===== config.mk =====
export PLATFORM = sky130hd
export DESIGN_NAME = sas_sequencer
export DESIGN_NICKNAME = d
export VERILOG_FILES = /design/src/hdl/sas_pkg.sv /design/src/hdl/sas_sequencer.sv /design/src/hdl/sas_sar_core.sv
export SDC_FILE = /design/constraint.sdc
export NUM_CORES = 1
export LEC_CHECK = 0
export BUFFER_PORTS_ARGS = -buffer_cell sky130_fd_sc_hd__buf_4
export CORE_ASPECT_RATIO = 1.1
export CORE_UTILIZATION = 59
export CTS_CLUSTER_SIZE = 25
export DETAILED_ROUTE_END_ITERATION = 16
export PLACE_DENSITY = 0.91
export SYNTH_ARGS = -nofsm -noshare
export SYNTH_HDL_FRONTEND = slang
export SYNTH_SLANG_ARGS = --single-unit

===== constraint.sdc =====
create_clock -name clk_i -period 5.8 [get_ports clk_i]
set_input_delay 0.58 -clock clk_i [delete_from_list [all_inputs] [get_ports clk_i]]
set_output_delay 0.58 -clock clk_i [all_outputs]
set_load 0.05 [all_outputs]

===== src/hdl/sas_pkg.sv =====
// Shared constants and types for the successive approximation converter sequencer.
package sas_pkg;

  localparam int RES_BITS  = 10;
  localparam int CHAN_BITS = 4;
  localparam int ADDR_BITS = 8;
  localparam int DATA_BITS = 8;
  localparam int PIN_BITS  = 16;

  localparam logic [7:0] OFS_CTRL = 8'h70;
  localparam logic [7:0] OFS_HIGH = 8'h71;
  localparam logic [7:0] OFS_LOW  = 8'h72;

  localparam int BIT_DONE  = 7;
  localparam int BIT_SPEED = 6;
  localparam int BIT_ON    = 5;
  localparam int BIT_RSVD  = 4;
  localparam int CHAN_LSB  = 0;
  localparam int HIGH_LSB  = 2;

  localparam logic [7:0] CTRL_RESET   = 8'h00;
  localparam logic [9:0] RESULT_RESET = 10'h000;
  localparam logic [9:0] RESULT_FULL  = 10'h3ff;
  localparam logic [9:0] RESULT_ZERO  = 10'h000;
  localparam logic [7:0] RDATA_NONE   = 8'h00;

  localparam logic [1:0] DIV_SLOW_LAST = 2'h3;
  localparam logic [1:0] DIV_FAST_LAST = 2'h1;

  localparam int CLK_PERIOD_PS   = 25000;
  localparam int WAKE_SETTLE_NS  = 1000;
  localparam int WAKE_SETTLE_CYC = (WAKE_SETTLE_NS * 1000 + CLK_PERIOD_PS - 1) / CLK_PERIOD_PS;

  typedef enum logic [1:0] {
    SAS_IDLE   = 2'b00,
    SAS_SAMPLE = 2'b01,
    SAS_TRIAL  = 2'b10
  } sas_core_state_t;

endpackage


===== src/hdl/sas_sequencer.sv =====
// Register file, clocking, power gating and result handling of the converter sequencer.
// Functional notes
// - Produce 10-bit successive approximation results from one of 16 channels.
// - A 4-bit channel_select field in control register picks the channel.
// - Input above upper reference gives all ones, high FFh, low 03h, no flag.
// - Input below lower reference gives zero in both result bytes.
// - Setting converter_on starts continuous back-to-back conversion of selected channel.
// - Each finished conversion sets the done flag and stores its result.
// - Reading result_high_byte clears the done flag. Code: a read in a completion cycle leaves done set.
// - Results are not held; every conversion overwrites both result bytes.
// - Changing channel_select aborts current conversion, clears done, converts new channel.
// - Clearing converter_on powers the converter down and stops conversion.
// - Wait mode has no effect on the converter.
// - Halt disables the converter; a settle time follows wakeup before converting.
// - Analog use of a pin does not stop it being read as logic input.
// - Any control register write clears done; the done bit is read only. Code: a same-channel write in a completion cycle leaves done set.
// - Speed bit picks converter clock: CPU clock over 4 when clear, over 2 set.
// - High byte holds result bits 9:2; low byte holds bits 1:0, rest zero.
//
// The implementer's own choices: the placing of the registers and the strobed register port.
`timescale 1ns/10ps
module sas_sequencer #(
  parameter int RES_BITS      = sas_pkg::RES_BITS,
  parameter int PIN_BITS      = sas_pkg::PIN_BITS,
  parameter int SETTLE_CYCLES = sas_pkg::WAKE_SETTLE_CYC
) (
  // Clock and reset.
  input  wire logic                          clk_i,
  input  wire logic                          resetn_i,
  // Register port.
  input  wire logic [sas_pkg::ADDR_BITS-1:0] addr_i,
  input  wire logic [sas_pkg::DATA_BITS-1:0] wdata_i,
  input  wire logic                          wr_i,
  input  wire logic                          rd_i,
  output logic      [sas_pkg::DATA_BITS-1:0] rdata_o,
  // Analog core.
  input  wire logic                          cmp_i,
  input  wire logic                          over_ref_i,
  input  wire logic                          under_ref_i,
  output logic      [sas_pkg::CHAN_BITS-1:0] channel_select_o,
  output logic      [RES_BITS-1:0]           dac_code_o,
  output logic                               sample_o,
  output logic                               analog_on_o,
  // Power mode.
  input  wire logic                          halt_i,
  // Port pins.
  input  wire logic [PIN_BITS-1:0]           pin_i,
  output logic      [PIN_BITS-1:0]           port_read_o
);

  logic [sas_pkg::CHAN_BITS-1:0] channel_select_q;
  logic                          speed_q;
  logic                          converter_on_q;
  logic                          done_q;
  logic [RES_BITS-1:0]           result_q;
  logic [sas_pkg::DATA_BITS-1:0] rdata_q;
  logic [PIN_BITS-1:0]           port_read_q;
  logic                          analog_on_q;
  logic [1:0]                    div_cnt_q;
  logic                          tick_q;
  logic [15:0]                   settle_cnt_q;
  logic                          halt_q;
  logic                          ctrl_wr;
  logic                          high_rd;
  logic                          chan_change;
  logic                          run;
  logic                          settled;
  logic                          core_done;
  logic [RES_BITS-1:0]           core_result;
  logic [1:0]                    div_last;

  assign ctrl_wr     = wr_i && (addr_i == sas_pkg::OFS_CTRL);
  assign high_rd     = rd_i && (addr_i == sas_pkg::OFS_HIGH);
  assign chan_change = ctrl_wr && (wdata_i[sas_pkg::CHAN_LSB +: sas_pkg::CHAN_BITS]
                                   != channel_select_q);
  assign settled     = (settle_cnt_q == 16'h0000);
  // Only halt, the settle delay after it and the enable bit gate the converter; wait mode is not an input at all.
  assign run         = converter_on_q && !halt_i && settled;
  assign div_last    = speed_q ? sas_pkg::DIV_FAST_LAST : sas_pkg::DIV_SLOW_LAST;

  // Control register fields, written by software.
  always_ff @(posedge clk_i or negedge resetn_i) begin
    if (!resetn_i) begin
      channel_select_q <= sas_pkg::CTRL_RESET[sas_pkg::CHAN_LSB +: sas_pkg::CHAN_BITS];
      speed_q          <= sas_pkg::CTRL_RESET[sas_pkg::BIT_SPEED];
      converter_on_q   <= sas_pkg::CTRL_RESET[sas_pkg::BIT_ON];
    end else if (ctrl_wr) begin
      channel_select_q <= wdata_i[sas_pkg::CHAN_LSB +: sas_pkg::CHAN_BITS];
      speed_q          <= wdata_i[sas_pkg::BIT_SPEED];
      converter_on_q   <= wdata_i[sas_pkg::BIT_ON];
    end
  end

  // Converter clock enable: one tick every fourth or every second CPU cycle.
  always_ff @(posedge clk_i or negedge resetn_i) begin
    if (!resetn_i) begin
      div_cnt_q <= 2'h0;
      tick_q    <= 1'b0;
    end else if (!run) begin
      div_cnt_q <= 2'h0;
      tick_q    <= 1'b0;
    end else if (div_cnt_q >= div_last) begin
      div_cnt_q <= 2'h0;
      tick_q    <= 1'b1;
    end else begin
      div_cnt_q <= div_cnt_q + 2'h1;
      tick_q    <= 1'b0;
    end
  end

  // Settling delay after leaving halt.
  always_ff @(posedge clk_i or negedge resetn_i) begin
    if (!resetn_i) begin
      halt_q       <= 1'b0;
      settle_cnt_q <= 16'h0000;
    end else begin
      halt_q <= halt_i;
      if (halt_i) begin
        settle_cnt_q <= 16'h0000;
      end else if (halt_q) begin
        settle_cnt_q <= 16'(SETTLE_CYCLES);
      end else if (!settled) begin
        settle_cnt_q <= settle_cnt_q - 16'h0001;
      end
    end
  end

  // Analog power enable follows converter_on and not halt_i, registered; the settle delay in run does not gate it.
  always_ff @(posedge clk_i or negedge resetn_i) begin
    if (!resetn_i) begin
      analog_on_q <= 1'b0;
    end else begin
      analog_on_q <= converter_on_q && !halt_i;
    end
  end

  sas_sar_core #(
    .RES_BITS (RES_BITS)
  ) u_core (
    .clk_i      (clk_i),
    .resetn_i   (resetn_i),
    .tick_i     (tick_q),
    .run_i      (run),
    .restart_i  (chan_change),
    .cmp_i      (cmp_i),
    .dac_code_o (dac_code_o),
    .result_o   (core_result),
    .sample_o   (sample_o),
    .done_o     (core_done)
  );

  // Result store, overwritten by every completion not discarded by a channel change, with saturation at the references.
  always_ff @(posedge clk_i or negedge resetn_i) begin
    if (!resetn_i) begin
      result_q <= sas_pkg::RESULT_RESET;
    end else if (core_done && !chan_change) begin
      if (over_ref_i) begin
        result_q <= sas_pkg::RESULT_FULL;
      end else if (under_ref_i) begin
        result_q <= sas_pkg::RESULT_ZERO;
      end else begin
        result_q <= core_result;
      end
    end
  end

  // Done flag: a completion wins over a read or same-channel write clear in the same cycle; a channel change discards it.
  always_ff @(posedge clk_i or negedge resetn_i) begin
    if (!resetn_i) begin
      done_q <= sas_pkg::CTRL_RESET[sas_pkg::BIT_DONE];
    end else if (core_done && !chan_change) begin
      done_q <= 1'b1;
    end else if (high_rd || ctrl_wr) begin
      done_q <= 1'b0;
    end
  end

  // Read data, valid in the cycle after the read strobe; done is polled, never signalled.
  always_ff @(posedge clk_i or negedge resetn_i) begin
    if (!resetn_i) begin
      rdata_q <= sas_pkg::RDATA_NONE;
    end else if (rd_i) begin
      case (addr_i)
        sas_pkg::OFS_CTRL: rdata_q <= {done_q, speed_q, converter_on_q, 1'b0,
                                       channel_select_q};
        sas_pkg::OFS_HIGH: rdata_q <= result_q[RES_BITS-1:sas_pkg::HIGH_LSB];
        sas_pkg::OFS_LOW:  rdata_q <= {6'h00, result_q[sas_pkg::HIGH_LSB-1:0]};
        default:           rdata_q <= sas_pkg::RDATA_NONE;
      endcase
    end else begin
      rdata_q <= sas_pkg::RDATA_NONE;
    end
  end

  // Pins stay readable as logic inputs whatever the converter does.
  always_ff @(posedge clk_i or negedge resetn_i) begin
    if (!resetn_i) begin
      port_read_q <= '0;
    end else begin
      port_read_q <= pin_i;
    end
  end

  assign rdata_o          = rdata_q;
  assign channel_select_o = channel_select_q;
  assign analog_on_o      = analog_on_q;
  assign port_read_o      = port_read_q;
endmodule


===== src/hdl/sas_sar_core.sv =====
// Successive approximation bit trial engine with continuous restart.
`timescale 1ns/10ps
module sas_sar_core #(
  parameter int RES_BITS = sas_pkg::RES_BITS
) (
  // Clock and reset.
  input  wire logic                clk_i,
  input  wire logic                resetn_i,
  // Control.
  input  wire logic                tick_i,
  input  wire logic                run_i,
  input  wire logic                restart_i,
  // Analog comparator, high when the input is at or above the trial code.
  input  wire logic                cmp_i,
  // Conversion outputs.
  output logic [RES_BITS-1:0]      dac_code_o,
  output logic [RES_BITS-1:0]      result_o,
  output logic                     sample_o,
  output logic                     done_o
);

  sas_pkg::sas_core_state_t state_q;
  logic [RES_BITS-1:0]      code_q;
  logic [RES_BITS-1:0]      mask_q;
  logic [RES_BITS-1:0]      result_q;
  logic                     sample_q;
  logic                     done_q;
  logic [RES_BITS-1:0]      trial;
  logic [RES_BITS-1:0]      top_bit;

  assign top_bit = {1'b1, {(RES_BITS-1){1'b0}}};
  assign trial   = cmp_i ? code_q : (code_q & ~mask_q);

  // Sample, then resolve one bit per converter tick, then start again.
  always_ff @(posedge clk_i or negedge resetn_i) begin
    if (!resetn_i) begin
      state_q  <= sas_pkg::SAS_IDLE;
      code_q   <= sas_pkg::RESULT_RESET;
      mask_q   <= sas_pkg::RESULT_RESET;
      result_q <= sas_pkg::RESULT_RESET;
      sample_q <= 1'b0;
      done_q   <= 1'b0;
    end else begin
      done_q <= 1'b0;
      if (!run_i) begin
        state_q  <= sas_pkg::SAS_IDLE;
        sample_q <= 1'b0;
        code_q   <= sas_pkg::RESULT_RESET;
      end else if (restart_i || state_q == sas_pkg::SAS_IDLE) begin
        state_q  <= sas_pkg::SAS_SAMPLE;
        sample_q <= 1'b1;
        code_q   <= sas_pkg::RESULT_RESET;
      end else if (tick_i) begin
        case (state_q)
          sas_pkg::SAS_SAMPLE: begin
            sample_q <= 1'b0;
            mask_q   <= top_bit;
            code_q   <= top_bit;
            state_q  <= sas_pkg::SAS_TRIAL;
          end
          sas_pkg::SAS_TRIAL: begin
            if (mask_q[0]) begin
              result_q <= trial;
              done_q   <= 1'b1;
              state_q  <= sas_pkg::SAS_SAMPLE;
              sample_q <= 1'b1;
              code_q   <= sas_pkg::RESULT_RESET;
            end else begin
              code_q <= trial | (mask_q >> 1);
              mask_q <= mask_q >> 1;
            end
          end
          default: begin
            state_q <= sas_pkg::SAS_IDLE;
          end
        endcase
      end
    end
  end

  assign dac_code_o = code_q;
  assign result_o   = result_q;
  assign sample_o   = sample_q;
  assign done_o     = done_q;

endmodule


---- Yosys cells after proc, flatten, opt, wreduce, memory -nomap -nowiden ----
Cells that the tools add are included.
word-level totals
  output and inout port bits .............. 40
  bits of input ports ..................... 40
  bits in registers ....................... 96
  logic and storage cells ................. 94
cells by class
  magnitude comparators ................... 1
  bitwise operators ....................... 4
  muxes and demuxes ....................... 37
  eq/ne operators ......................... 11
  reductions and logical operators ........ 20
  add/sub/neg operators ................... 2
operators with widths
  kind                     number
  $mux W10                 8
  $mux W16                 3
  $pmux W10 S2             2
  $eq A8 B7 Y1 const B     3
  $pmux W8 S3              1
  $logic_not A16 Y1        1
  $sub A16 B1 Y16 const B  1
  $mux W2                  7
  $mux W1                  13
  $and A10 B10 Y10         1
  $not A10 Y10             1
  $or A10 B9 Y10           1
  $reduce_and A5 Y1        2
  $mux W8                  1
  $ne A4 B4 Y1 const B     2
  $logic_and A1 B1 Y1      6
  $ne A3 B3 Y1 const B     2
  $ne A4 B4 Y1             1
  $pmux W2 S2              1
  $reduce_and A2 Y1        2
  $reduce_and A4 Y1        1
  $reduce_bool A2 Y1       2
  $reduce_and A3 Y1        1
  $add A2 B1 Y2 const B    1
  other kinds (9)          11

---- Logic depth before layout (Yosys ltp) ----
  depth in word-level cells ............... 9
  depth in mapped cells ................... 9
  mapped depth without buffers ............ 7

---- Cells and area by module ----
From an unflattened synthesis, not the netlist that was laid out.
second synthesis, totals
  cell total of the unflattened synthesis .. 408
  area, all modules ....................... 4,281.6 um2
by module, submodules not included
  module         cells an instance  sequential area each (um2)  area an instance (um2)  instances
  sas_sequencer  239                1,551.5                     2,670.1                 1
  sas_sar_core   169                850.8                       1,611.5                 1

---- Worst setup path after synthesis ----
Ideal clock, no wire load.
  path kind ............................... reg-to-reg
  start point ............................. register channel_select_q, in the netlist channel_select_o[1]
  end point ............................... register u_core.result_q[9], in the netlist u_core.result_o[9]
  buffers on the path ..................... 1
  arrival ................................. 1,865 ps
  required time ........................... 5,723 ps
  stages on the path, launching flop included .. 7
  setup time .............................. 77 ps
  slack ................................... 3,858 ps
  clock period less this slack ............ 1,942 ps
  cell sequence ........................... dfrtp_1 xor2_1 nor4_2 o2111ai_2 or2_0 buf_2 o21ai_1
on the way
  longest elaborated chain between the ends .. 5
RTL lines
  what                         RTL line             source
  start: declaration           sas_sequencer.sv:51  logic [sas_pkg::CHAN_BITS-1:0] channel_select_q;
  start signal: assignment     sas_sequencer.sv:84  channel_select_q <= sas_pkg::CTRL_RESET[sas_pkg::CHAN_LSB +: sas_pkg::CHAN_BITS];
  start signal: assignment     sas_sequencer.sv:88  channel_select_q <= wdata_i[sas_pkg::CHAN_LSB +: sas_pkg::CHAN_BITS];
  $ne A4 B4 Y1                 sas_sequencer.sv:75  != channel_select_q);
  $logic_and A1 B1 Y1          sas_sequencer.sv:74  assign chan_change = ctrl_wr && (wdata_i[sas_pkg::CHAN_LSB +: sas_pkg::CHAN_BITS]
  $logic_or A1 B1 Y1           sas_sar_core.sv:49   end else if (restart_i || state_q == sas_pkg::SAS_IDLE) begin
  $not A1 Y1 (no line)         --
  $reduce_and A5 Y1 (no line)  --
  end signal: assignment       sas_sar_core.sv:40   result_q <= sas_pkg::RESULT_RESET;
  end signal: assignment       sas_sar_core.sv:63   result_q <= trial;
  end: declaration             sas_sar_core.sv:25   logic [RES_BITS-1:0] result_q;
No other way between the ends.
A chain may end at the register's enable or synchronous reset.

---- Worst setup path after layout ----
  start point ............................. input addr_i[2] (netlist name)
  end point ............................... register u_core.result_q[1], in the netlist u_core.result_o[1]
on the way
  longest elaborated chain between the ends .. 6
RTL lines
  what                         RTL line             source
  start: declaration           sas_sequencer.sv:31  input wire logic [sas_pkg::ADDR_BITS-1:0] addr_i,
  $eq A8 B7 Y1                 sas_sequencer.sv:72  assign ctrl_wr = wr_i && (addr_i == sas_pkg::OFS_CTRL);
  $logic_and A1 B1 Y1          sas_sequencer.sv:72
  $logic_and A1 B1 Y1          sas_sequencer.sv:74
  $logic_or A1 B1 Y1           sas_sar_core.sv:49
  $not A1 Y1 (no line)         --
  $reduce_and A5 Y1 (no line)  --
No other way between the ends.

==> out/metrics.json <==
{
  "logic_synthesis": {
    "synth_async_sr_flop_share_pct": 100,
    "ys_types": 47,
    "synthesis.nets": 457,
    "synth_enable_flop_cells": 0,
    "syn_inst": 410,
    "post_synthesis_instance_area_um2": 4230,
    "synth.top_cells.by_area": "dfrtp_1, o21ai_0, nor2_1",
    "netlist.top_cell.by_area": "dfrtp_1",
    "post_synth.cell_area_avg_um2": 10.3,
    "synthDominantCellAreaShare_pct": 56.8,
    "synth-main-ff-cell": "dfrtp_1",
    "yosys_warnings": 0,
    "seq_area_frac_synth_pct": 56.8,
    "total_of_flip_flops_plus_latches_after_synthesis": 96
  },
  "job": {
    "drv.max_cap_violation_count": 0
  },
  "placement": {
    "post-dp-hpwl_mm": 6.37,
    "gp_congestion": 0.822,
    "place.port_buffers": 77,
    "dp.cells": 554
  },
  "route": {
    "drt_first_iter_violations": 223,
    "avgRoutedWirePerCell_um": 16.2,
    "route.vias.total": 3375,
    "final_antenna_net_count": 0,
    "drt-vias-per-instance": 5.92,
    "routed_wl_mm": 9.25,
    "detailedRoute.firstPassIterationCount": 5,
    "post_detailed_route_drc_marker_count": 0
  },
  "cts": {
    "htree_levels": 3,
    "clock_sink_count": 96,
    "cts-resized-gates": 0,
    "cts_post_setup_buffers_inserted": 0,
    "cts-buffers-inserted": 9,
    "hold_buffers": 0,
    "clkSlewWorstSetupHoldPaths_ps": 100,
    "clockBufferDepth": 2,
    "clock_tree.root_cell": "clkbuf_8",
    "tritoncts": "yes",
    "clock_insertion_delay_worst_skew_ps": 360
  },
  "timing": {
    "final_min_period_over_clock_period_pct": 48.5,
    "hold_viol": 0,
    "rsz0062_at_grt": "no",
    "tns_ps": 0,
    "slew_violations": 0,
    "max_freq_mhz": 355,
    "fin_crit_ps": 2820,
    "number_of_failing_setup_endpoints_in_the_final_timing_report": 0,
    "worst-slew-pin-transition_ps": 1170,
    "skew_ps": 7.69,
    "slew_headroom_pct": 21.5
  },
  "pwr": {
    "power_leakage_nw": 2.33,
    "worst_ir_drop_vdd_uv": 154,
    "power_per_cell_area_nw_per_um2": 279
  },
  "floorplan": {
    "chipWidth_um": 82.8,
    "boundaryPins": 80,
    "initial_utilization_pct": 60.8,
    "design.die.area_um2": 7520,
    "core_region_area_um2": 6970,
    "die_h_um": 90.8,
    "placementRows": 32
  },
  "setup_path": {
    "rr_startpoint": "settle_cnt_q[0]$_DFFE_PN0P_",
    "cp_startpoint": "addr_i[2]",
    "worst-r2r-setup-slack_ps": 3060,
    "worstPathRequired_ps": 6040,
    "critical_path_peak_fanout": 22,
    "endpoint_kind": "register",
    "cp.arrival_ps": 3050,
    "number_of_cells_on_the_worst_reg_to_reg_path": 7,
    "worst_setup_path_start_kind": "input port",
    "path_class": "input port to register",
    "r2r_end": "u_core.result_o[1]$_DFFE_PN0P_"
  },
  "global_route": {
    "use_met3_pct": 5.05,
    "grt.busiest_layer": "met2",
    "number_of_global_route_vias_before_repair": 3317,
    "global_routing_usage_on_met1_pct": 33.5,
    "groute.layer.met2.usage_pct": 43.6,
    "grt_pass1_wl_mm": 15.0,
    "initial_antenna_violation_count": 0,
    "grtUsageTotal_pct": 26.8,
    "global_route.overflow_total": 0,
    "grt_max_degree": 77
  },
  "finish": {
    "num_antenna_cells": 0,
    "finish.cell_count_without_fillers": 570,
    "area.growth.synth_to_final_pct": 18.9,
    "final_nets": 527,
    "final_layout_size_suffix_gt1_share_pct": 23.9
  },
  "outcome": {
    "status": "completed"
  },
  "worst_hold_path": {
    "worst_hold_path_type": "input port to asynchronous set/reset pin"
  }
}
==> report_power, final <==
part	switching (W)	total (W)	internal, W
clock	0.000249	0.000414	0.000166
sequential	0.0000314	0.000725	0.000693
combinational	0.000149	0.000264	0.000115
==> worst max-delay path: stages <==
cell	delay [ps]
buf_4	110
and4bb_2	290
nand4_1	490
o2111ai_2	950
or2_0	480
o21ai_1	140
==> cells in the final DEF, fill, tap and decap left out, drive strengths merged, types with 6 or more instances in the layout <==
cell type	Yosys	final
mux2	7	7
nand2	37	37
a21oi	23	23
xnor2	11	11
inv	20	24
xor2	6	6
clkbuf	12	9
a22oi	8	8
dfrtp	96	96
o21ai	57	57
nor2	48	48
nor3	10	10
ha	7	7
buf	8	79
mux2i	7	7
==> metrics by stage <==
stage | instance area, um2 | hold slack [ps] | worst slack [ps] | utilization [%] | total power (W)
5_1_grt | 5030 | 83.1 | 2820 | 72.3 | 0.00146
3_3_place_gp | 4850 | 446 | 2720 | 69.6 | 0.000985
3_5_place_dp | 4850 | 456 | 2590 | 69.6 | 0.000997
4_1_cts | 5030 | 78.9 | 2980 | 72.3 | 0.00141
2_1_floorplan | 4230 | 284 | 3860 | - | 0.000921
6_report | 5030 | 82.4 | 2980 | 72.3 | 0.00140
==> layout make-up <==
class	count	area (um2)
flip-flops and latches	96	2400
fillers	475	1930
multi-input cells	273	1670
repair buffers	79	593
clock buffers	9	124
well taps	85	106
inverters	21	78.8
clock inverters	7	62.6
==> flip-flops by register name (all words and copies together), names as in the netlist <==
register           flops
port_read_o           16
settle_cnt_q          16
result_q              10
u_core.dac_code_o     10
u_core.mask_q         10
u_core.result_o       10
rdata_o                8
channel_select_o       4
div_cnt_q              2
u_core.state_q         2
analog_on_o            1
converter_on_q         1
done_q                 1
halt_q                 1
speed_q                1
tick_q                 1
u_core.done_o          1
u_core.sample_o        1
==> cell families after synthesis <==
| group | count (synthesis) | share of synthesized area (%) |
|---|---|---|
| xor+xnor | 17 | 3.52 |
| mux | 14 | 3.52 |
| flops | 96 | 56.8 |
| compound gates | 111 | 15.9 |
| fa+ha+maj | 7 | 2.07 |
| buf+inv | 41 | 3.87 |
| simple gates | 124 | 14.4 |
==> Yosys cell counts, types with 2 or more instances <==
library cell and number:
buf_1 2, buf_2 5, nor4_4 2, inv_1 20, mux2i_1 7, nor2b_1 4
dfrtp_1 96, a22oi_1 8, nand3_1 5, clkbuf_1 12, ha_1 7, nor3_1 9
nor2_1 48, nor4_2 2, xor2_1 6, a21oi_1 23, nand4_1 3, and3_1 2
o21ai_1 16, o31ai_1 3, mux2_2 7, nand2_1 37, xnor2_1 11, a211oi_1 5
o21ai_0 41, a2111oi_2 3, o311ai_1 5, or2_2 2
==> per-layer routing <==
| metal | vias up | share of wire [%] |
|---|---|---|
| met1 | 1638 | 39 |
| met5 | - | 0 |
| met2 | 153 | 51 |
| met4 | 0 | 2.7 |
| met3 | 24 | 7.0 |
| li1 | 1560 | - |
==> how the worst max path moves through the flow <==
stage	end	slack [ps]	cells past startpoint
after global routing	u_core.result_o[2]$_DFFE_PN0P_	2820	7
after CTS	u_core.result_o[1]$_DFFE_PN0P_	2980	6
after detailed placement	u_core.result_o[1]$_DFFE_PN0P_	2590	6
after global placement	u_core.result_o[6]$_DFFE_PN0P_	2720	6
after floorplan	u_core.result_o[9]$_DFFE_PN0P_	3860	6
final	u_core.result_o[1]$_DFFE_PN0P_	2980	6
(Power assumes the default switching activity.)
